--- config.mk ---
export PLATFORM = sky130hd
export DESIGN_NAME = aim_regs
export DESIGN_NICKNAME = d
export VERILOG_FILES = /design/src/common/aim_pkg.sv /design/src/verilog/aim_regs.sv
export SDC_FILE = /design/constraint.sdc
export NUM_CORES = 1
export LEC_CHECK = 0
export BUFFER_PORTS_ARGS = -buffer_cell sky130_fd_sc_hd__buf_2
export CAP_MARGIN = 5
export CORE_MARGIN = 1.5
export CORE_UTILIZATION = 45
export CTS_CLUSTER_SIZE = 28
export DETAILED_ROUTE_END_ITERATION = 8
export PLACE_DENSITY = 0.82
export SYNTH_ARGS = -nofsm -noshare
export SYNTH_HDL_FRONTEND = slang
export SYNTH_SLANG_ARGS = --single-unit
--- constraint.sdc ---
create_clock -name clk_in -period 6 [get_ports clk_in]
set_clock_uncertainty 0.05 [all_clocks]
set_input_delay 0.6 -clock clk_in [delete_from_list [all_inputs] [get_ports clk_in]]
set_output_delay 0.6 -clock clk_in [all_outputs]
set_load 0.01 [all_outputs]
--- src/common/aim_pkg.sv ---
/*
 * Package for the audio input mixer gain register bank: register offsets,
 * field positions, reset values and decode constants.
 * Assumes a 32-bit AHB-Lite register bus with word-aligned registers.
 */
package aim_pkg;

    // Printed register indices; byte address is four times the index
    localparam logic [7:0]  AIM_IDX_MIC_CFG   = 8'h0B;
    localparam logic [7:0]  AIM_IDX_BIAS_CFG  = 8'h0C;
    localparam logic [7:0]  AIM_IDX_MON_ATTEN = 8'h0D;
    localparam logic [7:0]  AIM_IDX_PHONE_IN  = 8'h0E;
    localparam logic [7:0]  AIM_IDX_AUX_L     = 8'h0F;
    localparam logic [7:0]  AIM_IDX_AUX_R     = 8'h10;
    localparam logic [7:0]  AIM_IDX_DAC       = 8'h11;
    localparam int          AIM_NUM_REGS      = 7;
    localparam logic [7:0]  AIM_REG_RESET     = 8'h00;

    // Microphone configuration fields
    localparam int AIM_MIC_GAIN_LSB  = 0;
    localparam int AIM_MIC_MUTE_BIT  = 4;
    localparam int AIM_MIC_SE_BIT    = 5;
    localparam int AIM_MIC_EXT_BIT   = 6;
    localparam logic [7:0] AIM_MIC_MASK = 8'h7F;

    // Bias and button fields
    localparam int AIM_VG_BIT        = 0;
    localparam int AIM_BIAS_LSB      = 1;
    localparam int AIM_BTN_SER_BIT   = 3;
    localparam int AIM_DBNC_LSB      = 4;
    localparam logic [7:0] AIM_BIAS_MASK = 8'h3F;

    // Monitor feed attenuation
    localparam logic [7:0] AIM_MON_MASK    = 8'h0F;
    localparam logic [3:0] AIM_MON_MAX_CODE = 4'hA;

    // Phone line input
    localparam int AIM_PL_MUTE_BIT   = 5;
    localparam logic [7:0] AIM_PL_MASK = 8'h3F;

    // Auxiliary and DAC fields
    localparam int AIM_AUX_BOOST_BIT = 5;
    localparam int AIM_AUX_MUTE_BIT  = 6;
    localparam int AIM_AUX_SRC_BIT   = 7;
    localparam int AIM_DAC_USEAUX_BIT = 5;
    localparam int AIM_DAC_BOOST_BIT = 6;
    localparam int AIM_DAC_MUTE_BIT  = 7;
    localparam logic [7:0] AIM_FULL_MASK = 8'hFF;

    // Debounce times in ms per code and the clock rate
    localparam int AIM_CLK_HZ        = 25_000_000;
    localparam int AIM_DBNC_MS_0     = 0;
    localparam int AIM_DBNC_MS_1     = 8;
    localparam int AIM_DBNC_MS_2     = 16;
    localparam int AIM_DBNC_MS_3     = 32;
    localparam int AIM_CYC_PER_MS    = AIM_CLK_HZ / 1000;

    // Level codes in half-dB units; gains are signed tenths avoided
    localparam int AIM_LVL_W         = 5;
    localparam int AIM_DB_W          = 9;

    // AHB constants
    localparam logic [1:0] AIM_HTRANS_NONSEQ = 2'h2;
    localparam logic [1:0] AIM_HTRANS_SEQ    = 2'h3;

endpackage

--- src/verilog/aim_regs.sv ---
/*
 * Register bank for the microphone preamp, bias, monitor feed, phone-line,
 * auxiliary and playback mixer levels, with an AHB-Lite slave front end.
 * Assumes one 25 MHz clock, an async active-high reset, and analog cells
 * that take the decoded control outputs below.
 */
`timescale 1ns/1ps
//
// Overview of operation
// RULE1: 4-bit preamp gain, 6 dB plus 2 dB/step
// RULE2: Bit 4 mutes the microphone preamp
// RULE3: Bit 5 makes internal mic single-ended
// RULE4: Bit 6 selects external mic, else internal
// RULE5: Controller waits 300 ms after mic switch
// RULE6: Bit 0 selects virtual ground 1.2/1.5V
// RULE7: Bias field; only selected bias output driven
// RULE8: Bit 3 selects series button, else parallel
// RULE9: Parallel button debounce 0/8/16/32 ms
// RULE10: Monitor feed cut, -30 dB plus 3 dB/step
// RULE11: Controller holds monitor cut at zero settling
// RULE12: Controller deselects mic while DC settles
// RULE13: Phone-line gain -34.5 dB plus 1.5 dB/step
// RULE14: Bit 5 mutes phone-line input at source
// RULE15: Aux levels 1.5 dB steps, boost shifts range
// RULE16: Aux bit 5 boosts gain by 12 dB
// RULE17: Aux bit 6 mutes that aux input
// RULE18: Aux bit 7 picks aux, else DAC, source
// RULE19: DAC level field, same steps as aux
// RULE20: DAC bit 5 borrows aux level registers
// RULE21: DAC bit 6 boosts DAC by 12 dB
// RULE22: DAC mute waits for next zero crossing
// RULE23: 8-bit registers read back, undefined bits zero
//
module aim_regs
    import aim_pkg::*;
#(
    parameter int DBNC_MS_SCALE = AIM_CYC_PER_MS
) (
    input  wire logic        clk_in,
    input  wire logic        rst_in,
    // AHB-Lite slave
    input  wire logic        hsel_in,
    input  wire logic [31:0] haddr_in,
    input  wire logic [1:0]  htrans_in,
    input  wire logic        hwrite_in,
    input  wire logic [2:0]  hsize_in,
    input  wire logic [31:0] hwdata_in,
    input  wire logic        hready_in,
    output logic      [31:0] hrdata_out,
    output logic             hreadyout_out,
    output logic             hresp_out,
    // Analog status pins
    input  wire logic        agc_enable_in,
    input  wire logic        dac_zero_cross_in,
    input  wire logic        button_raw_in,
    // Decoded analog controls
    output logic      [3:0]  preamp_gain_code_out,
    output logic             preamp_mute_out,
    output logic             internal_mic_single_ended_out,
    output logic             external_mic_select_out,
    output logic             ext_mic_neg_ground_out,
    output logic             capless_virtual_ground_sel_out,
    output logic      [1:0]  bias_code_out,
    output logic             outer_mic_supply_en_out,
    output logic             inner_mic_supply_en_out,
    output logic             button_series_out,
    output logic             button_pressed_out,
    output logic      [3:0]  monitor_feed_cut_out,
    output logic      [4:0]  phone_line_in_gain_out,
    output logic             phone_line_in_silence_out,
    output logic      [4:0]  aux_l_level_out,
    output logic      [4:0]  aux_r_level_out,
    output logic             aux_l_boost_out,
    output logic             aux_r_boost_out,
    output logic             aux_l_mute_out,
    output logic             aux_r_mute_out,
    output logic             mixer_l_from_aux_out,
    output logic             mixer_r_from_aux_out,
    output logic      [4:0]  dac_l_level_out,
    output logic      [4:0]  dac_r_level_out,
    output logic             dac_boost_out,
    output logic             dac_mute_out
);

    ////////////////////////////////////////////////////////////////////////////
    // State

    typedef struct packed {
        logic [AIM_NUM_REGS-1:0][7:0] regs;
        logic                         dp_wr;
        logic [2:0]                   dp_idx;
        logic                         dp_hit;
        logic [31:0]                  rdata;
        logic [1:0]                   btn_sync;
        logic                         btn_stable;
        logic [20:0]                  dbnc_cnt;
        logic                         dac_mute;
        logic                         pre_mute;
        logic [3:0]                   pre_gain;
        logic [1:0]                   ext_sync;
    } aim_state_t;

    aim_state_t st_q;
    aim_state_t st_d;

    ////////////////////////////////////////////////////////////////////////////
    // Decode a word address into a slot; 7 means unmapped
    function automatic logic [2:0] slot_of(input logic [31:0] addr);
        logic [7:0] idx;
        idx = addr[9:2];
        if (addr[31:10] != 22'h0) begin
            slot_of = 3'h7;
        end else begin
            case (idx)
                AIM_IDX_MIC_CFG:   slot_of = 3'h0;
                AIM_IDX_BIAS_CFG:  slot_of = 3'h1;
                AIM_IDX_MON_ATTEN: slot_of = 3'h2;
                AIM_IDX_PHONE_IN:  slot_of = 3'h3;
                AIM_IDX_AUX_L:     slot_of = 3'h4;
                AIM_IDX_AUX_R:     slot_of = 3'h5;
                AIM_IDX_DAC:       slot_of = 3'h6;
                default:           slot_of = 3'h7;
            endcase
        end
    endfunction

    // Writable bits per slot; others read back as zero
    function automatic logic [7:0] mask_of(input logic [2:0] s);
        case (s)
            3'h0:    mask_of = AIM_MIC_MASK;
            3'h1:    mask_of = AIM_BIAS_MASK;
            3'h2:    mask_of = AIM_MON_MASK;
            3'h3:    mask_of = AIM_PL_MASK;
            3'h4,
            3'h5,
            3'h6:    mask_of = AIM_FULL_MASK;
            default: mask_of = 8'h00;
        endcase
    endfunction

    // Debounce length in cycles for a 2-bit code
    function automatic logic [20:0] dbnc_cycles(input logic [1:0] code);
        int ms;
        case (code)
            2'h0:    ms = AIM_DBNC_MS_0;
            2'h1:    ms = AIM_DBNC_MS_1;
            2'h2:    ms = AIM_DBNC_MS_2;
            default: ms = AIM_DBNC_MS_3;
        endcase
        dbnc_cycles = 21'(ms * DBNC_MS_SCALE);
    endfunction

    ////////////////////////////////////////////////////////////////////////////
    // Next-state logic

    logic       addr_phase;
    logic [2:0] a_slot;
    logic [7:0] mic_r;
    logic [7:0] bias_r;
    logic [7:0] dac_r;
    logic [20:0] dbnc_len;

    always_comb begin
        st_d       = st_q;
        addr_phase = hsel_in && hready_in && htrans_in[1];
        a_slot     = slot_of(haddr_in);
        mic_r      = st_q.regs[0];
        bias_r     = st_q.regs[1];
        dac_r      = st_q.regs[6];
        dbnc_len   = dbnc_cycles(bias_r[AIM_DBNC_LSB +: 2]);

        // Data phase of a write stores only defined bits [RULE23]
        if (st_q.dp_wr && st_q.dp_hit) begin
            st_d.regs[st_q.dp_idx] = hwdata_in[7:0] & mask_of(st_q.dp_idx);
        end

        // Address phase: latch, and prepare read data one cycle early
        st_d.dp_wr  = addr_phase && hwrite_in;
        st_d.dp_idx = a_slot;
        st_d.dp_hit = addr_phase && (a_slot != 3'h7);
        if (addr_phase && !hwrite_in && a_slot != 3'h7) begin
            st_d.rdata = {24'h0, st_q.regs[a_slot]}; // [RULE23]
        end else begin
            st_d.rdata = 32'h0;
        end

        // Preamp gain follows the register only while AGC is off [RULE1]
        if (!agc_enable_in) begin
            st_d.pre_gain = mic_r[AIM_MIC_GAIN_LSB +: 4];
        end
        st_d.pre_mute = mic_r[AIM_MIC_MUTE_BIT]; // [RULE2]

        // DAC mute engages only at a zero crossing; unmute is immediate [RULE22]
        st_d.ext_sync = {st_q.ext_sync[0], dac_zero_cross_in};
        if (!dac_r[AIM_DAC_MUTE_BIT]) begin
            st_d.dac_mute = 1'b0;
        end else if (st_q.ext_sync[1]) begin
            st_d.dac_mute = 1'b1;
        end

        // Parallel button debounce; series button passes undelayed [RULE8] [RULE9]
        st_d.btn_sync = {st_q.btn_sync[0], button_raw_in};
        if (st_q.btn_sync[1] == st_q.btn_stable) begin
            st_d.dbnc_cnt = 21'h0;
        end else if (bias_r[AIM_BTN_SER_BIT] || st_q.dbnc_cnt >= dbnc_len) begin
            st_d.btn_stable = st_q.btn_sync[1];
            st_d.dbnc_cnt   = 21'h0;
        end else begin
            st_d.dbnc_cnt = st_q.dbnc_cnt + 21'h1;
        end
    end

    ////////////////////////////////////////////////////////////////////////////
    // State register; registers reset to zero, defaults internal mic, DAC feed

    always_ff @(posedge clk_in or posedge rst_in) begin
        if (rst_in) begin
            st_q <= '0;
        end else begin
            st_q <= st_d;
        end
    end

    ////////////////////////////////////////////////////////////////////////////
    // Outputs, from flip-flops or constants, some through an inverter or a mux

    logic [7:0] aux_l_r;
    logic [7:0] aux_r_r;
    logic [7:0] mon_r;
    logic [7:0] pl_r;

    assign aux_l_r = st_q.regs[4];
    assign aux_r_r = st_q.regs[5];
    assign mon_r   = st_q.regs[2];
    assign pl_r    = st_q.regs[3];

    // Bus answers with zero wait states and always OKAY
    assign hrdata_out    = st_q.rdata;
    assign hreadyout_out = 1'b1;
    assign hresp_out     = 1'b0;

    assign preamp_gain_code_out          = st_q.pre_gain;                     // [RULE1]
    assign preamp_mute_out               = st_q.pre_mute;                     // [RULE2]
    assign internal_mic_single_ended_out = st_q.regs[0][AIM_MIC_SE_BIT];      // [RULE3]
    assign external_mic_select_out       = st_q.regs[0][AIM_MIC_EXT_BIT];     // [RULE4]
    assign ext_mic_neg_ground_out        = st_q.regs[0][AIM_MIC_EXT_BIT];     // [RULE4]
    assign capless_virtual_ground_sel_out = st_q.regs[1][AIM_VG_BIT];         // [RULE6]
    assign bias_code_out                 = st_q.regs[1][AIM_BIAS_LSB +: 2];   // [RULE7]
    // Only one bias pin is driven, chosen by the mic select [RULE7]
    assign outer_mic_supply_en_out       = st_q.regs[0][AIM_MIC_EXT_BIT];
    assign inner_mic_supply_en_out       = ~st_q.regs[0][AIM_MIC_EXT_BIT];
    assign button_series_out             = st_q.regs[1][AIM_BTN_SER_BIT];     // [RULE8]
    assign button_pressed_out            = st_q.btn_stable;                   // [RULE9]
    // Codes above 1010 are saturated to 0 dB by the cell [RULE10]
    assign monitor_feed_cut_out          = mon_r[3:0];
    assign phone_line_in_gain_out        = pl_r[4:0];                         // [RULE13]
    assign phone_line_in_silence_out     = pl_r[AIM_PL_MUTE_BIT];             // [RULE14]
    assign aux_l_level_out               = aux_l_r[4:0];                      // [RULE15]
    assign aux_r_level_out               = aux_r_r[4:0];                      // [RULE15]
    assign aux_l_boost_out               = aux_l_r[AIM_AUX_BOOST_BIT];        // [RULE16]
    assign aux_r_boost_out               = aux_r_r[AIM_AUX_BOOST_BIT];        // [RULE16]
    assign aux_l_mute_out                = aux_l_r[AIM_AUX_MUTE_BIT];         // [RULE17]
    assign aux_r_mute_out                = aux_r_r[AIM_AUX_MUTE_BIT];         // [RULE17]
    assign mixer_l_from_aux_out          = aux_l_r[AIM_AUX_SRC_BIT];          // [RULE18]
    assign mixer_r_from_aux_out          = aux_r_r[AIM_AUX_SRC_BIT];          // [RULE18]
    // Balance mode borrows the aux level fields for the DAC [RULE19] [RULE20]
    assign dac_l_level_out = st_q.regs[6][AIM_DAC_USEAUX_BIT] ? aux_l_r[4:0]
        : st_q.regs[6][4:0];
    assign dac_r_level_out = st_q.regs[6][AIM_DAC_USEAUX_BIT] ? aux_r_r[4:0]
        : st_q.regs[6][4:0];
    assign dac_boost_out                 = st_q.regs[6][AIM_DAC_BOOST_BIT];   // [RULE21]
    assign dac_mute_out                  = st_q.dac_mute;                     // [RULE22]
endmodule

==> results of run 1 <==
[layout by cell type, fill, tap and decap left out, types with 3 or more instances in the layout]
master,n
xor2_1,10
nand3_1,16
o21a_1,3
and4_1,3
inv_1,19
nand2b_1,7
and3_1,6
nor3_1,3
nor4_2,4
a21o_1,5
a21oi_1,17
and2_1,9
buf_2,107
nor2_1,39
buf_4,6
clkbuf_16,9
inv_6,4
xnor2_1,13
ha_1,26
dfrtp_1,101
o21ai_1,4
mux2_2,43
o21ai_0,15
o2bb2ai_1,8
nand2_1,70
o211ai_1,8
nor2b_1,10
mux2i_1,16
nand4_1,4
conb_1,26
[metal layers]
layer  GRT usage [%]  up-vias  wire [um]
li1                -     1976          -
met1            25.7     1946       5490
met2            28.6      110       5710
met3            3.71        9        673
met4            4.80        0        122
met5               0        -          0
[flip-flops by register name, indices dropped and copies added (netlist names)]
register	count
preamp_gain_code_out	4
mic_r	8
dac_r	8
bias_r	8
hrdata_out	8
st_q	28
st_d	2
aux_r_r	8
mon_r	8
pl_r	8
preamp_mute_out	1
dac_mute_out	1
aux_l_r	8
button_pressed_out	1
[cells in the mapped netlist, types with 5 or more instances]
library cell	n
a21o_1	5
a21oi_1	17
and2_1	9
and3_1	6
buf_4	62
clkbuf_1	8
dfrtp_1	101
ha_1	26
inv_1	20
mux2_2	43
mux2i_1	16
nand2_1	70
nand2b_1	7
nand3_1	16
nor2_1	39
nor2b_1	10
o211ai_1	8
o21ai_0	15
o2bb2ai_1	8
xnor2_1	13
xor2_1	10
[cell families after synthesis]
logic type,share of synthesized area (%)
AND/OR/NAND/NOR,16.4
flip-flops,44.1
buffers and inverters,10.7
AO/OA/AOI/OAI,7.99
multiplexers,11.2
adder cells (fa/ha/maj),5.85
XOR/XNOR,3.52
other,0.131
[worst reg2reg max path: cells and delay by family, from the launching register on]
| family | cells | cell delay [ps] |
|---|---|---|
| DFF | 1 | 400 |
| buffers and inverters | 1 | 140 |
| AOI/OAI and AO/OA | 6 | 990 |
| adders and majority gates | 6 | 1650 |
| and+or+nand+nor | 3 | 990 |
[worst max path at each step]
stage                   start        to  slack, ps  cells after the start
finish              bias_r[4]  st_q[25]       1710                     16
global route        bias_r[4]  st_q[19]       1290                     16
CTS                 bias_r[4]  st_q[25]       1710                     16
detailed placement  bias_r[4]  st_q[25]       1720                     16
global placement    bias_r[4]   st_q[8]       1790                     16
floorplan           bias_r[4]  st_q[10]       2500                     17
[metrics by stage]
step / total power, mW / std cells / util, % / setup WS [ps]
after CTS: 1.31 / 811 / 50.9 / 1710
final: 1.30 / 811 / 50.9 / 1710
after detailed placement: 0.759 / 795 / 48.7 / 1720
after global routing: 1.35 / 811 / 50.9 / 1290
after floorplan: 0.746 / 584 / - / 2500
after global placement: 0.758 / 795 / 48.7 / 1790
[final cells by class]
type | count | area, um^2
sequential | 101 | 2530
tap | 172 | 215
clock inverter | 5 | 40.0
fill | 1169 | 6140
inverter | 22 | 87.6
timing repair buffer | 113 | 581
clock buffer | 11 | 243
multi-input combinational | 387 | 2680
[power by group through the flow]
stage          registers [mW]  clock network, mW  logic, mW
2_1_floorplan           0.700                  0     0.0458
3_3_place_gp            0.700                  0     0.0580
3_5_place_dp            0.701                  0     0.0586
4_1_cts                 0.687              0.567     0.0588
5_1_grt                 0.688              0.599     0.0669
6_report                0.687              0.556     0.0579
==> metrics.yaml, run 1 <==
cp-end-kind: "register"
io_buffers: 107
die_height_um: 116
p_per_area_nw_per_um2: 204
area_growth_pct: 11.2
synth_top_area_cell: "dfrtp_1"
status: "complete, no violations"
post_cts_buffers: 0
synth_cell_types: 52
cts_buffers: 9
drive_gt1_share_pct: 29.3
htree_levels: 3
fin_crit_ps: 4290
antenna_found_initial: 0
ff2ff_setup_slack_ps: 1710
root_buffer: "clkbuf_16"
final_antenna_net_count: 0
rsz0062_at_grt: "no"
hold_path_class: "in -> async"
placed_area_um2: 6090
synthesis.area_um2: 5730
p_clk_share_pct: 42.7
setup_violations: 0
r2r-end: "st_q[25]"
max-clock-path-buffers: 2
cts_hold_buf: 0
p_int_mw: 1.00
critPathLaunchType: "register"
cts.sinks: 101
post_drt_via_cell_ratio: 4.98
fin_crit_sh_pct: 71.5
swShare_pct: 23.0
cts_resized: 0
avgSynthCellArea_um2: 10.2
synth_ff_type: "dfrtp_1"
grt_pass1_wl_mm: 18.9
hold_ws_ps: 192
drtIter0Drc: 210
hold_viol: 0
fmax_mhz: 233
gr-usage-all-layers_pct: 18.2
worstReg2RegStart: "bias_r[4]"
dieArea_um2: 13400
antenna_cells: 0
clk_latency_ps: 350
cap_viol_max_count: 0
wl_mm: 12.0
grt_overflow: 0
p_leak_nw: 3.22
finalNetCount: 737
power_frac_comb_pct: 4.5
required_ps: 6200
synth_edf_count: 0
crit_top_cell: "ha_1"
synth_area_leaders: "dfrtp_1 44%, mux2_2 8.5%, buf_4 8.1%"
drc_errors: 0
finalSetupTns_ps: 0
wl_per_cell_um: 14.8
slew_violations: 0
final_area_um2: 6370
cts.clk_slew.worst_paths_ps: 70
cp_cell_sequence: "inv_1 > ha_1 > ha_1 > ha_1 > ha_1 > ha_1 > a21oi_1 > nor2_1 > a31oi_1 > ha_1 > a21o_1 > a21oi_1 > o22ai_1 > o31ai_1 > nand3_1 > nor2_1"
cp_top_family: "adder cells"
synth_seq_area_share_pct: 44.1
synth_top_area_share_pct: 44.1
worst-setup-path-type: "reg -> reg"
ys_ff_latch: 101
slew_headroom_pct: 39.4
ios: 164
cp_num_buf_inv: 1
cp.arrival_ps: 4490
vdd_drop_max_v: 0.000193
gp_congestion: 0.789
start_util_pct: 45.8
worst_pin_slew_ps: 904
dr_total_vias: 4041
hpwl_mm: 8.72
async_flop_share_pct: 100
crit_fanout: 21
fp.dieW_um: 116
grt_max_degree: 72
seq_power_share_pct: 52.8
slowest_stage: "nand3_1"
p_sw_uw: 299
worstRegToRegCells: 16
rows: 41
ys.warnings.count: 0
dr.pass1.iters: 4
cts_tree: "built"
synth_cells: 560
core-area_um2: 12500
grt_pass1_vias: 3762
cp_slowest_stage_delay_ps: 650
No activity file was read; power rests on OpenSTA's default activity.
==> run 2, diff against run 1 <==
- ABC_AREA: default -> 1
- PLACE_DENSITY: 0.82 -> 0.81
- clock period: 6 -> 4.3 ns (I/O delays scaled with it)
==> run 2 against run 1 <==
Against the previous run: combinational power grew 32%; sequential share of layout area decreased by 1.8 points; register-to-register slack worse by 1300 ps; sequential power is 39% higher; clock power up 40%; wire length rose by 16%; critical path type unchanged; die area rose by 6.3%; clock-buffer cell count decreased by 1; hold slack worse by 54 ps; largest cell class unchanged; non-clock buffer count down 4.
==> metrics.yaml, run 2 <==
cts_resized: 0  # unchanged
post_cts_buffers: 0  # unchanged
cts_buffers: 9  # unchanged
ys.warnings.count: 0  # unchanged
required_ps: 4500  # was 6200 ps
synthesis.area_um2: 6100  # was 5730 um^2
synth_ff_type: "dfrtp_1"  # unchanged
grt_pass1_vias: 4865  # was 3,762
antenna_cells: 0  # unchanged
synth_top_area_cell: "dfrtp_1"  # unchanged
rows: 42  # was 41
gp_congestion: 0.904  # was 0.789
crit_fanout: 15  # was 21
fin_crit_sh_pct: 90.0  # was 71.5%
worstHoldPathCells: 1
cap_viol_max_count: 0  # unchanged
setup_ws_ps: 431  # was 1710 ps
cts_hold_buf: 0  # unchanged
largest_register: "st_q"  # unchanged
dr.pass1.iters: 5  # was 4
root_buffer: "clkbuf_16"  # unchanged
worst-setup-path-type: "reg -> reg"  # unchanged
synth_edf_count: 0  # unchanged
yosysMostFrequentCell: "nand2_1"  # was dfrtp_1
cts_tree: "built"  # unchanged
critPathLaunchType: "register"  # unchanged
finalNetCount: 965  # was 737
async_flop_share_pct: 100  # unchanged
antenna_found_initial: 0  # unchanged
gr-usage-all-layers_pct: 20.3  # was 18.2%
drc_errors: 0  # unchanged
wl_mm: 13.9  # was 12.0 mm
final_cell_mix: "149 x nand2_1, 125 x nor2_1, 107 x buf_2"  # was 107 x buf_2, 101 x dfrtp_1, 70 x nand2_1
p_leak_nw: 3.38  # was 3.22 nW
io_buffers: 107  # unchanged
fp.dieW_um: 119  # was 116 um
rsz0062_at_grt: "no"  # unchanged
grt_pass1_wl_mm: 23.2  # was 18.9 mm
finalSetupTns_ps: 0  # unchanged
cts.sinks: 101  # unchanged
hpwl_mm: 10.2  # was 8.72 mm
start_util_pct: 46.1  # was 45.8%
final_common_cell: "nand2_1"  # was buf_2
die_height_um: 119  # was 116 um
synth_area_leaders: "dfrtp_1 41%, nand2_1 9.2%, buf_4 7.8%"  # was dfrtp_1 44%, mux2_2 8.5%, buf_4 8.1%
power_mw: 1.81  # was 1.30 mW
synth_seq_area_share_pct: 41.4  # was 44.1%
avgSynthCellArea_um2: 7.65  # was 10.2 um^2
clk_latency_ps: 340  # was 350 ps
htree_levels: 3  # unchanged
synth_cell_types: 38  # was 52
grt_max_degree: 76  # was 72
worst_pin_slew_ps: 956  # was 904 ps
status: "complete, no violations"  # unchanged
wl_per_cell_um: 13.3  # was 14.8 um
area_growth_pct: 9.41  # was 11.2%
slew_headroom_pct: 36.0  # was 39.4%
multiInputGateArea_um2: 2740  # was 2680 um^2
fin_crit_ps: 3870  # was 4290 ps
drive_gt1_share_pct: 16.5  # was 29.3%
cts.clk_slew.worst_paths_ps: 70  # about the same
nFillCells: 1310  # was 1,169
final_antenna_net_count: 0  # unchanged
worstReg2RegStart: "bias_r[4]"  # unchanged
core-area_um2: 13200  # was 12,500 um^2
hold_viol: 0  # unchanged
cp-end-kind: "register"  # unchanged
post_drt_via_cell_ratio: 5.01  # was 4.98
drtIter0Drc: 451  # was 210
ff2ff_setup_slack_ps: 430  # was 1710 ps
r2r-end: "st_q[14]"  # was st_q[25]
yosys-top-cells-count: "149 x nand2_1, 125 x nor2_1, 101 x dfrtp_1, 90 x inv_1, 76 x nand3_1"  # was 101 x dfrtp_1, 70 x nand2_1, 62 x buf_4, 43 x mux2_2, 39 x nor2_1
max-clock-path-buffers: 2  # unchanged
largest_reg_flops: 28  # unchanged
fmax_mhz: 258  # was 233 MHz
slew_violations: 0  # unchanged
hold_path_class: "in -> reg"  # was in -> async
pre_cts_ws_ps: 458  # was 1720 ps
min_to: "st_d[1]"
setup_violations: 0  # unchanged
dr_total_vias: 5222  # was 4,041
worstRegToRegCells: 17  # was 16
synth_cells: 798  # was 560
seq_area_um2: 2530  # unchanged
synth_top_area_share_pct: 41.4  # was 44.1%
dieArea_um2: 14300  # was 13,400 um^2
cp.arrival_ps: 4070  # was 4490 ps
ys_ff_latch: 101  # unchanged
vdd_drop_max_v: 0.000321  # was 0.000193 V
hp-start: "dac_zero_cross_in"
grt_overflow: 0  # unchanged
ios: 164  # unchanged
p_per_area_nw_per_um2: 271  # was 204 nW/um^2
run 2: worst max-delay path, cell delays in order (launching register included):
cell,delay (ps)
dfrtp_1,460
inv_1,140
ha_1,260
ha_1,300
ha_1,320
ha_1,300
ha_1,190
a21oi_1,110
nor2_1,50
a31oi_1,160
ha_1,270
nand4_1,90
inv_1,50
o2bb2ai_1,120
nand2_1,70
a21o_1,140
nand3_1,460
nor2_1,250
run 2: final cells by class:
class / count / area share, %
sequential: 101 / 37.9
multi-input combinational: 548 / 41.0
tap: 176 / 3.30
clock buffer: 10 / 3.58
inverter: 93 / 5.30
timing repair buffer: 109 / 8.25
clock inverter: 6 / 0.693
run 2: logic make-up (layout without fill, tap and decap cells):
kind of cell,after synthesis,after routing,share of synthesized area [%]
adder cells (fa/ha/maj),26,26,5.33
other,2,26,0.123
AO/OA/AOI/OAI,94,94,8.00
buffers and inverters,173,218,15.2
XOR/XNOR,15,15,2.15
AND/OR/NAND/NOR,387,387,27.8
flip-flops,101,101,41.4
run 2: per-layer routing:
metal  global-route usage, %  vias to the layer above  routed length, um
met5                       0                        -                  0
met4                    6.77                        0                295
met3                    4.45                       23                772
met2                    32.5                      178               6660
met1                    27.2                     2445               6160
li1                        -                     2576                  -
run 2: power by group:
part,switching (mW),internal [mW]
Clock,0.365,0.414
Combinational,0.0523,0.0242
Sequential,0.00237,0.955
Total,0.420,1.39
run 2: metrics by stage:
step | std cells | util, % | area, um^2 | hold WS, ps
after floorplan | 822 | - | 6190 | 281
after global placement | 1027 | 48.3 | 6390 | 283
after detailed placement | 1027 | 48.3 | 6390 | 294
after CTS | 1043 | 50.4 | 6680 | 127
after global routing | 1043 | 50.4 | 6680 | 129
final | 1043 | 50.4 | 6680 | 138
run 2: worst max path at each step:
stage	start	endpoint	slack, ps	cells past startpoint
CTS	bias_r[4]	st_q[16]	440	17
finish	bias_r[4]	st_q[14]	430	17
detailed placement	bias_r[4]	st_q[16]	460	17
floorplan	bias_r[4]	st_q[13]	1010	18
global route	bias_r[4]	st_q[15]	130	17
global placement	bias_r[4]	st_q[19]	590	16
